==> config.mk <==
export PLATFORM = sky130hd
export DESIGN_NAME = remote_status_reporting
export DESIGN_NICKNAME = d
export VERILOG_FILES = /design/src/hdl/status_pkg.sv /design/src/hdl/error_queue_if.sv /design/src/hdl/remote_status_reporting.sv /design/src/hdl/error_queue.sv
export SDC_FILE = /design/constraint.sdc
export NUM_CORES = 2
export LEC_CHECK = 0
export BUFFER_PORTS_ARGS = -buffer_cell sky130_fd_sc_hd__buf_2
export CAP_MARGIN = 10
export CORE_MARGIN = 2
export CORE_UTILIZATION = 40
export DETAILED_ROUTE_END_ITERATION = 8
export MAX_ROUTING_LAYER = met4
export PLACE_DENSITY = 0.6
export SLEW_MARGIN = 10
export SYNTH_ARGS = -nofsm -noshare
export SYNTH_HDL_FRONTEND = slang
export SYNTH_SLANG_ARGS = --single-unit
==> constraint.sdc <==
create_clock -name mclk -period 5.2 [get_ports mclk]
set_clock_uncertainty 0.05 [all_clocks]
set_input_delay 0.26 -clock mclk [delete_from_list [all_inputs] [get_ports mclk]]
set_output_delay 0.26 -clock mclk [all_outputs]
set_load 0.02 [all_outputs]
==> src/hdl/status_pkg.sv <==
package status_pkg;
   // Status byte bit positions
   localparam int SB_QUEUE_BIT = 2;
   localparam int SB_QUESTIONABLE_SUMMARY_BIT  = 3;
   localparam int SB_MAV_BIT   = 4;
   localparam int SB_ESB_BIT   = 5;
   localparam int SB_RQS_BIT   = 6;
   localparam int SB_OPERATION_SUMMARY_BIT  = 7;
   // Standard event bit positions
   localparam int EV_OPC_BIT   = 0;
   localparam int EV_QYE_BIT   = 2;
   localparam int EV_DDE_BIT   = 3;
   localparam int EV_EXE_BIT   = 4;
   localparam int EV_CME_BIT   = 5;
   localparam int EV_PON_BIT   = 7;
   // Bits that exist in the event register; the rest read zero
   localparam logic [15:0] EV_USED_MASK = 16'h00BD;
   // Error code range limits
   localparam int CODE_OPC_LO  = -899;
   localparam int CODE_OPC_HI  = -800;
   localparam int CODE_QYE_LO  = -499;
   localparam int CODE_QYE_HI  = -400;
   localparam int CODE_DDE_LO  = -399;
   localparam int CODE_DDE_HI  = -300;
   localparam int CODE_EXE_LO  = -299;
   localparam int CODE_EXE_HI  = -200;
   localparam int CODE_CME_LO  = -199;
   localparam int CODE_CME_HI  = -100;
   localparam int CODE_DEV_LO  = 100;
   localparam int CODE_DEV_HI  = 999;
   // Language version answer 1999.0, as year and fraction
   localparam logic [15:0] LANG_VERSION_YEAR = 16'h07CF;
   localparam logic [3:0]  LANG_VERSION_FRAC = 4'h0;
   // Queue depth
   localparam int QUEUE_DEPTH  = 255;
   // Remote mode states
   typedef enum logic [2:0] {
      MODE_LOCAL   = 3'b001,
      MODE_REMOTE  = 3'b010,
      MODE_LOCKOUT = 3'b100
   } remote_mode_e;
endpackage

==> src/hdl/error_queue_if.sv <==
`timescale 1ns/10ps
// Push/pop/clear path between the status core and the error queue
interface error_queue_if;
   logic              push;      // Add one code
   logic signed [15:0] push_code; // Code being added
   logic              pop;       // Remove the oldest code
   logic              clear;     // Empty the queue
   logic signed [15:0] head_code; // Oldest code, zero when empty
   logic              not_empty; // At least one entry held
   logic              full;      // No room left
   modport owner (output push, push_code, pop, clear, input head_code, not_empty, full);
   modport store (input push, push_code, pop, clear, output head_code, not_empty, full);
endinterface

==> src/hdl/remote_status_reporting.sv <==
`timescale 1ns/10ps
// What this block does
// RULE_01: Lockout command ignores all keys, local too
// RULE_02: Only go-to-local command leaves remote mode
// RULE_03: Version query answers fixed 1999.0
// RULE_04: Serial poll shows request flag, bit 6
// RULE_05: Status query shows summary in bit 6
// RULE_06: Status byte bits 0, 1 read zero
// RULE_07: Bit 2 set while queue non-empty
// RULE_08: Bit 3 from enabled questionable events
// RULE_09: Bit 4 when response bytes ready
// RULE_10: Bit 5 when any enabled event bit set
// RULE_11: Master summary from enabled status bits
// RULE_12: New request sets flag, drives request line
// RULE_13: Bit 7 from enabled operation events
// RULE_14: Event bits set from queued error codes
// RULE_15: Bit 0 on complete, codes -800..-899
// RULE_16: Bit 2 query error, codes -400..-499
// RULE_17: Bit 3 device error, -300..-399, 100..999
// RULE_18: Bit 4 execution error, codes -200..-299
// RULE_19: Bit 5 command error, codes -100..-199
// RULE_20: Bit 7 at power-on; others read zero
// RULE_21: Queue holds 255, oldest first, clearable
// RULE_22: Event register read returns, then clears
// RULE_23: Host-writable request and event enable masks
module remote_status_reporting
   import status_pkg::*;
#(
   parameter int QDEPTH = QUEUE_DEPTH
) (
   input  wire logic              mclk,
   input  wire logic              reset_n,
   // Decoded host commands, one-cycle pulses
   input  wire logic              remote_cmd,
   input  wire logic              remote_with_lockout_cmd,
   input  wire logic              go_to_local_cmd,
   input  wire logic              language_version_query,
   input  wire logic              status_byte_query,
   input  wire logic              serial_poll,
   input  wire logic              event_register_query,
   input  wire logic              clear_status_cmd,
   input  wire logic              error_next_query,
   input  wire logic              request_enable_write,
   input  wire logic              event_enable_write,
   input  wire logic [7:0]        write_data,
   // Error sources
   input  wire logic              error_push,
   input  wire logic signed [15:0] error_code,
   input  wire logic              operation_complete,
   // Summary inputs from neighbouring registers
   input  wire logic [15:0]       questionable_summary,
   input  wire logic [15:0]       questionable_enable,
   input  wire logic [15:0]       operation_summary,
   input  wire logic [15:0]       operation_enable,
   input  wire logic              message_ready,
   // Front panel
   input  wire logic              panel_key,
   input  wire logic              panel_local_key,
   // Results
   output logic                   panel_key_accept,
   output logic                   remote_active,
   output logic                   lockout_active,
   output logic [15:0]            reply_data,
   output logic                   reply_valid,
   output logic [15:0]            status_summary_byte,
   output logic [15:0]            standard_event_flags,
   output logic                   service_request
);
   error_queue_if     eq ();                 // Queue port bundle
   remote_mode_e      mode_r;                // Local / remote / lockout
   logic [7:0]        request_enable_r;      // Service request enable mask
   logic [7:0]        event_enable_r;        // Standard event enable mask
   logic [15:0]       event_r;               // Standard event register
   logic [15:0]       event_set;             // Bits to set this cycle
   logic [7:0]        stb;                   // Live status byte, bit 6 clear
   logic              master_summary;        // Enabled summary of stb
   logic              rqs_r;                 // Request flag
   logic              master_summary_q_r;    // Previous master summary
   logic              pon_pending_r;         // Power-on flag waiting to post

   // Queue instance
   error_queue #(
      .DEPTH (QDEPTH)
   ) u_queue (
      .mclk    (mclk),
      .reset_n (reset_n),
      .q       (eq)
   );

   // Queue control: push codes, pop on error read, clear on clear-status
   assign eq.push      = error_push;                                  // RULE_21
   assign eq.push_code = error_code;
   assign eq.pop       = error_next_query;                            // RULE_21
   assign eq.clear     = clear_status_cmd;                            // RULE_21

   // Remote mode; only the local command leaves remote, panel has no say
   always_ff @(posedge mclk or negedge reset_n) begin
      if (!reset_n) begin
         mode_r <= MODE_LOCAL;
      end else if (go_to_local_cmd) begin
         mode_r <= MODE_LOCAL;                                        // RULE_02
      end else if (remote_with_lockout_cmd) begin
         mode_r <= MODE_LOCKOUT;                                      // RULE_01
      end else if (remote_cmd && mode_r != MODE_LOCKOUT) begin
         mode_r <= MODE_REMOTE;
      end
   end

   // Panel key gating: remote and lockout both block every key, the local key included
   always_ff @(posedge mclk or negedge reset_n) begin
      if (!reset_n) begin
         panel_key_accept <= 1'b0;
      end else begin
         case (mode_r)
            MODE_LOCAL:   panel_key_accept <= panel_key || panel_local_key;
            MODE_REMOTE:  panel_key_accept <= 1'b0;
            MODE_LOCKOUT: panel_key_accept <= 1'b0;                   // RULE_01
            default:      panel_key_accept <= 1'b0;
         endcase
      end
   end

   // Mode flags seen outside
   always_ff @(posedge mclk or negedge reset_n) begin
      if (!reset_n) begin
         remote_active  <= 1'b0;
         lockout_active <= 1'b0;
      end else begin
         remote_active  <= (mode_r != MODE_LOCAL);
         lockout_active <= (mode_r == MODE_LOCKOUT);
      end
   end

   // Enable masks written by the host
   always_ff @(posedge mclk or negedge reset_n) begin
      if (!reset_n) begin
         request_enable_r <= 8'h00;
         event_enable_r   <= 8'h00;
      end else begin
         if (request_enable_write) begin
            request_enable_r <= write_data;                           // RULE_23
         end
         if (event_enable_write) begin
            event_enable_r <= write_data;                             // RULE_23
         end
      end
   end

   // Map an incoming code to its event bit by range
   always_comb begin
      int c;
      c = int'(error_code);
      event_set = 16'h0000;
      if (error_push) begin                                           // RULE_14
         if (c >= CODE_OPC_LO && c <= CODE_OPC_HI) begin
            event_set[EV_OPC_BIT] = 1'b1;                             // RULE_15
         end
         if (c >= CODE_QYE_LO && c <= CODE_QYE_HI) begin
            event_set[EV_QYE_BIT] = 1'b1;                             // RULE_16
         end
         if ((c >= CODE_DDE_LO && c <= CODE_DDE_HI) || (c >= CODE_DEV_LO && c <= CODE_DEV_HI)) begin
            event_set[EV_DDE_BIT] = 1'b1;                             // RULE_17
         end
         if (c >= CODE_EXE_LO && c <= CODE_EXE_HI) begin
            event_set[EV_EXE_BIT] = 1'b1;                             // RULE_18
         end
         if (c >= CODE_CME_LO && c <= CODE_CME_HI) begin
            event_set[EV_CME_BIT] = 1'b1;                             // RULE_19
         end
      end
      if (operation_complete) begin
         event_set[EV_OPC_BIT] = 1'b1;                                // RULE_15
      end
      // Query error is posted only through its queued code range
      if (pon_pending_r) begin
         event_set[EV_PON_BIT] = 1'b1;                                // RULE_20
      end
   end

   // Power-on marker posts once, the first cycle after reset release
   always_ff @(posedge mclk or negedge reset_n) begin
      if (!reset_n) begin
         pon_pending_r <= 1'b1;
      end else begin
         pon_pending_r <= 1'b0;                                       // RULE_20
      end
   end

   // Event register: read clears, but a set in the same cycle wins
   always_ff @(posedge mclk or negedge reset_n) begin
      if (!reset_n) begin
         event_r <= 16'h0000;
      end else if (event_register_query || clear_status_cmd) begin
         event_r <= event_set & EV_USED_MASK;                         // RULE_22
      end else begin
         event_r <= (event_r | event_set) & EV_USED_MASK;             // RULE_20
      end
   end

   // Live status byte from its sources; bit 6 is filled in per reader
   always_comb begin
      stb = 8'h00;                                                    // RULE_06
      stb[SB_QUEUE_BIT] = eq.not_empty;                               // RULE_07
      stb[SB_QUESTIONABLE_SUMMARY_BIT]  = |(questionable_summary & questionable_enable); // RULE_08
      stb[SB_MAV_BIT]   = message_ready;                              // RULE_09
      stb[SB_ESB_BIT]   = |(event_r & {8'h00, event_enable_r});       // RULE_10
      stb[SB_OPERATION_SUMMARY_BIT]  = |(operation_summary & operation_enable);    // RULE_13
   end

   // Bit 6 of the enable mask is ignored, as the summary cannot feed itself
   assign master_summary = |(stb & request_enable_r & ~(8'h01 << SB_RQS_BIT)); // RULE_11

   // Request flag: set on a rising summary, cleared by poll or when summary drops
   always_ff @(posedge mclk or negedge reset_n) begin
      if (!reset_n) begin
         rqs_r              <= 1'b0;
         master_summary_q_r <= 1'b0;
      end else begin
         master_summary_q_r <= master_summary;
         if (master_summary && !master_summary_q_r) begin
            rqs_r <= 1'b1;                                            // RULE_12
         end else if (serial_poll || !master_summary) begin
            rqs_r <= 1'b0;
         end
      end
   end

   // Request line toward the controller follows the flag
   always_ff @(posedge mclk or negedge reset_n) begin
      if (!reset_n) begin
         service_request <= 1'b0;
      end else begin
         service_request <= rqs_r || (master_summary && !master_summary_q_r); // RULE_12
      end
   end

   // Mirrors of the two registers for direct observation
   always_ff @(posedge mclk or negedge reset_n) begin
      if (!reset_n) begin
         status_summary_byte  <= 16'h0000;
         standard_event_flags <= 16'h0000;
      end else begin
         status_summary_byte  <= {8'h00, stb[7:7], master_summary, stb[5:0]}; // RULE_05
         standard_event_flags <= event_r;
      end
   end

   // Reply path: one answer word per query; poll, event read and error read also clear or pop status state
   always_ff @(posedge mclk or negedge reset_n) begin
      if (!reset_n) begin
         reply_data  <= 16'h0000;
         reply_valid <= 1'b0;
      end else begin
         reply_valid <= 1'b0;
         if (serial_poll) begin
            reply_data  <= {8'h00, stb[7:7], rqs_r, stb[5:0]};        // RULE_04
            reply_valid <= 1'b1;
         end else if (status_byte_query) begin
            reply_data  <= {8'h00, stb[7:7], master_summary, stb[5:0]}; // RULE_05
            reply_valid <= 1'b1;
         end else if (event_register_query) begin
            reply_data  <= event_r;                                   // RULE_22
            reply_valid <= 1'b1;
         end else if (language_version_query) begin
            reply_data  <= LANG_VERSION_YEAR;                         // RULE_03
            reply_valid <= 1'b1;
         end else if (error_next_query) begin
            reply_data  <= eq.head_code;                              // RULE_21
            reply_valid <= 1'b1;
         end
      end
   end
endmodule

==> src/hdl/error_queue.sv <==
`timescale 1ns/10ps
// Oldest-first store of error and event codes
module error_queue
   import status_pkg::*;
#(
   parameter int DEPTH = QUEUE_DEPTH
) (
   input  wire logic    mclk,
   input  wire logic    reset_n,
   error_queue_if.store q
);
   localparam int AW = $clog2(DEPTH);
   logic signed [15:0] mem_r [DEPTH];  // Entry storage
   logic [AW-1:0]      wr_ptr_r;      // Next free slot
   logic [AW-1:0]      rd_ptr_r;      // Oldest entry
   logic [AW:0]        count_r;       // Entries held
   logic               do_push;
   logic               do_pop;

   // A push into a full queue is dropped; newest entries are lost first
   assign do_push = q.push && !q.full && !q.clear;
   assign do_pop  = q.pop && (count_r != '0) && !q.clear;
   assign q.full      = (count_r == (AW+1)'(DEPTH));
   assign q.not_empty = (count_r != '0);
   assign q.head_code = q.not_empty ? mem_r[rd_ptr_r] : 16'sh0000;

   // Storage write, no reset needed for data
   always_ff @(posedge mclk) begin
      if (do_push) begin
         mem_r[wr_ptr_r] <= q.push_code;
      end
   end

   // Pointers and count; clear empties everything
   always_ff @(posedge mclk or negedge reset_n) begin
      if (!reset_n) begin
         wr_ptr_r <= '0;
         rd_ptr_r <= '0;
         count_r  <= '0;
      end else if (q.clear) begin
         wr_ptr_r <= '0;
         rd_ptr_r <= '0;
         count_r  <= '0;
      end else begin
         if (do_push) begin
            wr_ptr_r <= (wr_ptr_r == AW'(DEPTH-1)) ? '0 : wr_ptr_r + 1'b1;
         end
         if (do_pop) begin
            rd_ptr_r <= (rd_ptr_r == AW'(DEPTH-1)) ? '0 : rd_ptr_r + 1'b1;
         end
         if (do_push && !do_pop) begin
            count_r <= count_r + 1'b1;
         end else if (do_pop && !do_push) begin
            count_r <= count_r - 1'b1;
         end
      end
   end
endmodule

==> metrics.txt <==
Leak Pwr=0.0573 uW; total of warnings raised by yosys=0; share of the synthesized area in the top cell type=76.1%; met2 track demand over resource in global routing=35.0%; critical register-to-register path startpoint=u_queue.rd_ptr_r[1]; cell count after synthesis=7408; placement-stage worst setup slack=0.352 ns; initial antenna violation count=52; overall power of the completed layout=78600 uW; Gate power share=15.5%; worst slack on hold paths=-0.0149 ns; Max Buffers Root-to-Sink=4; clock period minus final worst setup slack=5.21 ns; distinct cell type count after synthesis=76; count of antenna-violating nets left after detailed routing=0; Worst setup EP type=flip-flop; setup repair after global routing missed its margin=no; Synth Area per Inst=21.7 um^2; CTS Hold Bufs=63; number of global-route vias before repair=81900; worst setup margin=-0.00517 ns; cell area after synthesis=161000 um^2; 1st-iter DRT viols=12500; violated checks=negative hold slack, negative setup slack; number of setup buffers added after CTS=0; type of the tightest min-delay check=in -> reg; wire length of the first global-routing pass=655000 um; Final Slew Violations=0; clock transition at the register clock pins on the worst setup and hold paths after CTS=0.06 ns; maximum single-stage delay on the critical path=1.03 ns; post-DR vias/cell=6.04; effective utilization at floorplan=40.2%; Seq cells post-synth=4160; largest net degree at the start of global routing=177; standard cell core area=400000 um^2; clock latency on the worst-skew pair=0.97 ns; count of instances resized after the clock tree is built=0; sequential share of the synthesized area=77.4%; crit-path max FO=40; Cell Int Power=59100 uW; upper clock frequency limit=192 MHz; headroom to the max-slew limit=12.7%; y dimension of the die=638 um; Layout Cells excl Fill=13800; DR vias=83500; Synth Flop Type=edfxtp_1; status=finished, violations left; most used cells in the layout excluding fill and tap cells=4080 x edfxtp_1, 1011 x mux4_2, 517 x buf_4; final hold violations=7; CTS tree=done; launching element type of the critical path=flip-flop; Num Clock Sinks=4160; post-detailed-route wirelength per cell=34.4 um; highest-utilization routing layer at the global route stage=met2; hpwl dp=294000 um; Critical-path top delay cell=a2111oi_0; top post-synthesis cells by area=edfxtp_1 76%, mux4_2 14%, mux2i_1 1.3%; ratio of total power to cell area=425 nW/um^2; Clock Tree Root=clkbuf_16; met3 track demand over resource in global routing=5.64%; cell-by-cell trace of the critical path=buf_12 -> and2_1 -> a221oi_1 -> o21a_1 -> a2111oi_0 -> buf_4 -> a211oi_1 -> nand3_1 -> a31oi_1 -> a221o_1; peak supply drop=0.327 mV; Detailed Routing Iterations Pass 1=7; power dissipated by switching net loads=19500 uW; instance area after placement=171000 um^2; area added between synthesis and finish=15.0%; global-route usage over all layers=23.7%; timing startpoint of the critical path=u_queue.rd_ptr_r[1]; number of buffers created by CTS=419; overall die area=407000 um^2; DRC violation count after routing=0; final setup fails=1; FFs w/ async S/R, synth=1.92%; global placement routability congestion=0.967; number of primary I/O pins=159; worst slew pin tran=1.31 ns; share of power burned in registers=47.3%; type of the setup path with the least slack=reg -> reg; sum of routed wire length over all layers=476000 um; Clk network pwr share=37.3%; share of post-route cells with drive strength above 1=28.7%; dominant cell type by area after synthesis=edfxtp_1; cell row count=232; input/output buffers=136; CP Data Arrival Time=6.01 ns; H-tree levels=5; die boundary width=638 um; global route overflow=0; count of placed standard cells including taps=13000; required time of the worst setup path=6.01 ns; post-route cell area=185000 um^2; GR Util met1=31.6%; count of max-cap constraint violations=0; flop-to-flop setup slack=-0.005 ns; share of the clock period used by the worst path=100%; number of synthesized flops with an enable pin=4080; net count of the finished layout=8299; startpoint of the worst hold path=error_code[10]; Switching Share=24.8%; most common library cell in the layout ignoring fill and taps=edfxtp_1
-- kinds of logic (layout without fill, tap and decap cells) --
group	count (synthesis)	after routing	share of synthesized area, %
mux	1241	1241	15.6
compound gates	668	668	2.84
xor+xnor	6	6	0.0327
simple gates	860	860	2.35
flops	4160	4160	77.4
other cells	1	60	0.00233
fa+ha+maj	15	15	0.121
buf+inv	457	1548	1.68
-- final timing paths --
check,end,depth (start not counted)
worst min-delay path,u_queue.mem_r[152][10],1
min in group asynchronous,request_enable_r[4],3
worst max register to register,reply_data[3],10
worst max-delay path,reply_data[3],10
max in group asynchronous,u_queue.rd_ptr_r[1],3
worst min register to register,rqs_r,1
-- Yosys cell counts, drive strengths merged (5+ instances only) --
cell     instances
a21oi          119
o221ai          10
mux2            24
or2              5
nand2b          13
nor4            12
mux2i          206
ha              14
edfxtp        4080
nor3            44
nand3          107
a221oi          47
a31oi           24
buf            293
o22ai           50
mux4          1011
nand4           31
a32oi            9
nor2           358
o21ai          105
nand2          224
or4              6
o31ai           11
a311oi           5
a22o            38
and3            10
dfrtp           78
o211ai          13
a22oi          165
o2111ai          5
a2111oi         10
inv             16
clkbuf         146
and2             6
nor2b           26
a211oi          21
-- through the flow --
stage	util, %	setup TNS (ns)
global placement	42.8	0
CTS	46.2	0
detailed placement	42.8	0
floorplan	-	0
global route	46.2	0
finish	46.2	-0.00517
-- power groups by stage --
stage / registers (uW) / clock network [uW] / logic [uW]
detailed placement: 37800 / 0 / 12100
finish: 37100 / 29300 / 12200
global placement: 37800 / 0 / 12000
CTS: 37100 / 29700 / 12200
global route: 37100 / 30900 / 12800
floorplan: 37700 / 0 / 8390
-- routing by layer --
layer  vias up  routed length, um
met1     44700             182000
met3       864              53300
met5         -                  0
met4         0              22400
li1      32800                  -
met2      5129             218000
-- final cells by class --
| type | count | area, um^2 |
|---|---|---|
| fillers | 32900 | 215000 |
| clock buffers | 536 | 11100 |
| diodes | 39 | 97.6 |
| clock inverters | 226 | 2090 |
| flip-flops and latches | 4160 | 125000 |
| inverters | 18 | 75.1 |
| well taps | 5265 | 6590 |
| repair buffers | 768 | 6390 |
| multi-input cells | 2811 | 34100 |
-- flip-flops by register name, summed over array words and instances (netlist names), 3 cells and up --
| register | cells |
|---|---|
| event_r | 6 |
| event_enable_r | 6 |
| reply_data | 16 |
| request_enable_r | 5 |
| u_queue.rd_ptr_r | 8 |
| u_queue.count_r | 9 |
| mode_r | 3 |
| standard_event_flags | 6 |
| u_queue.wr_ptr_r | 8 |
| status_summary_byte | 6 |
| u_queue.mem_r | 4080 |
-- critical path: cells and delay by family, from the launching register on --
kind | cells | cell delay, ns
AND/OR/NAND/NOR | 2 | 1.27
AO/OA/AOI/OAI | 6 | 2.07
buffers and inverters | 2 | 0.64
flip-flops | 1 | 0.98
(Power assumes the default switching activity.)
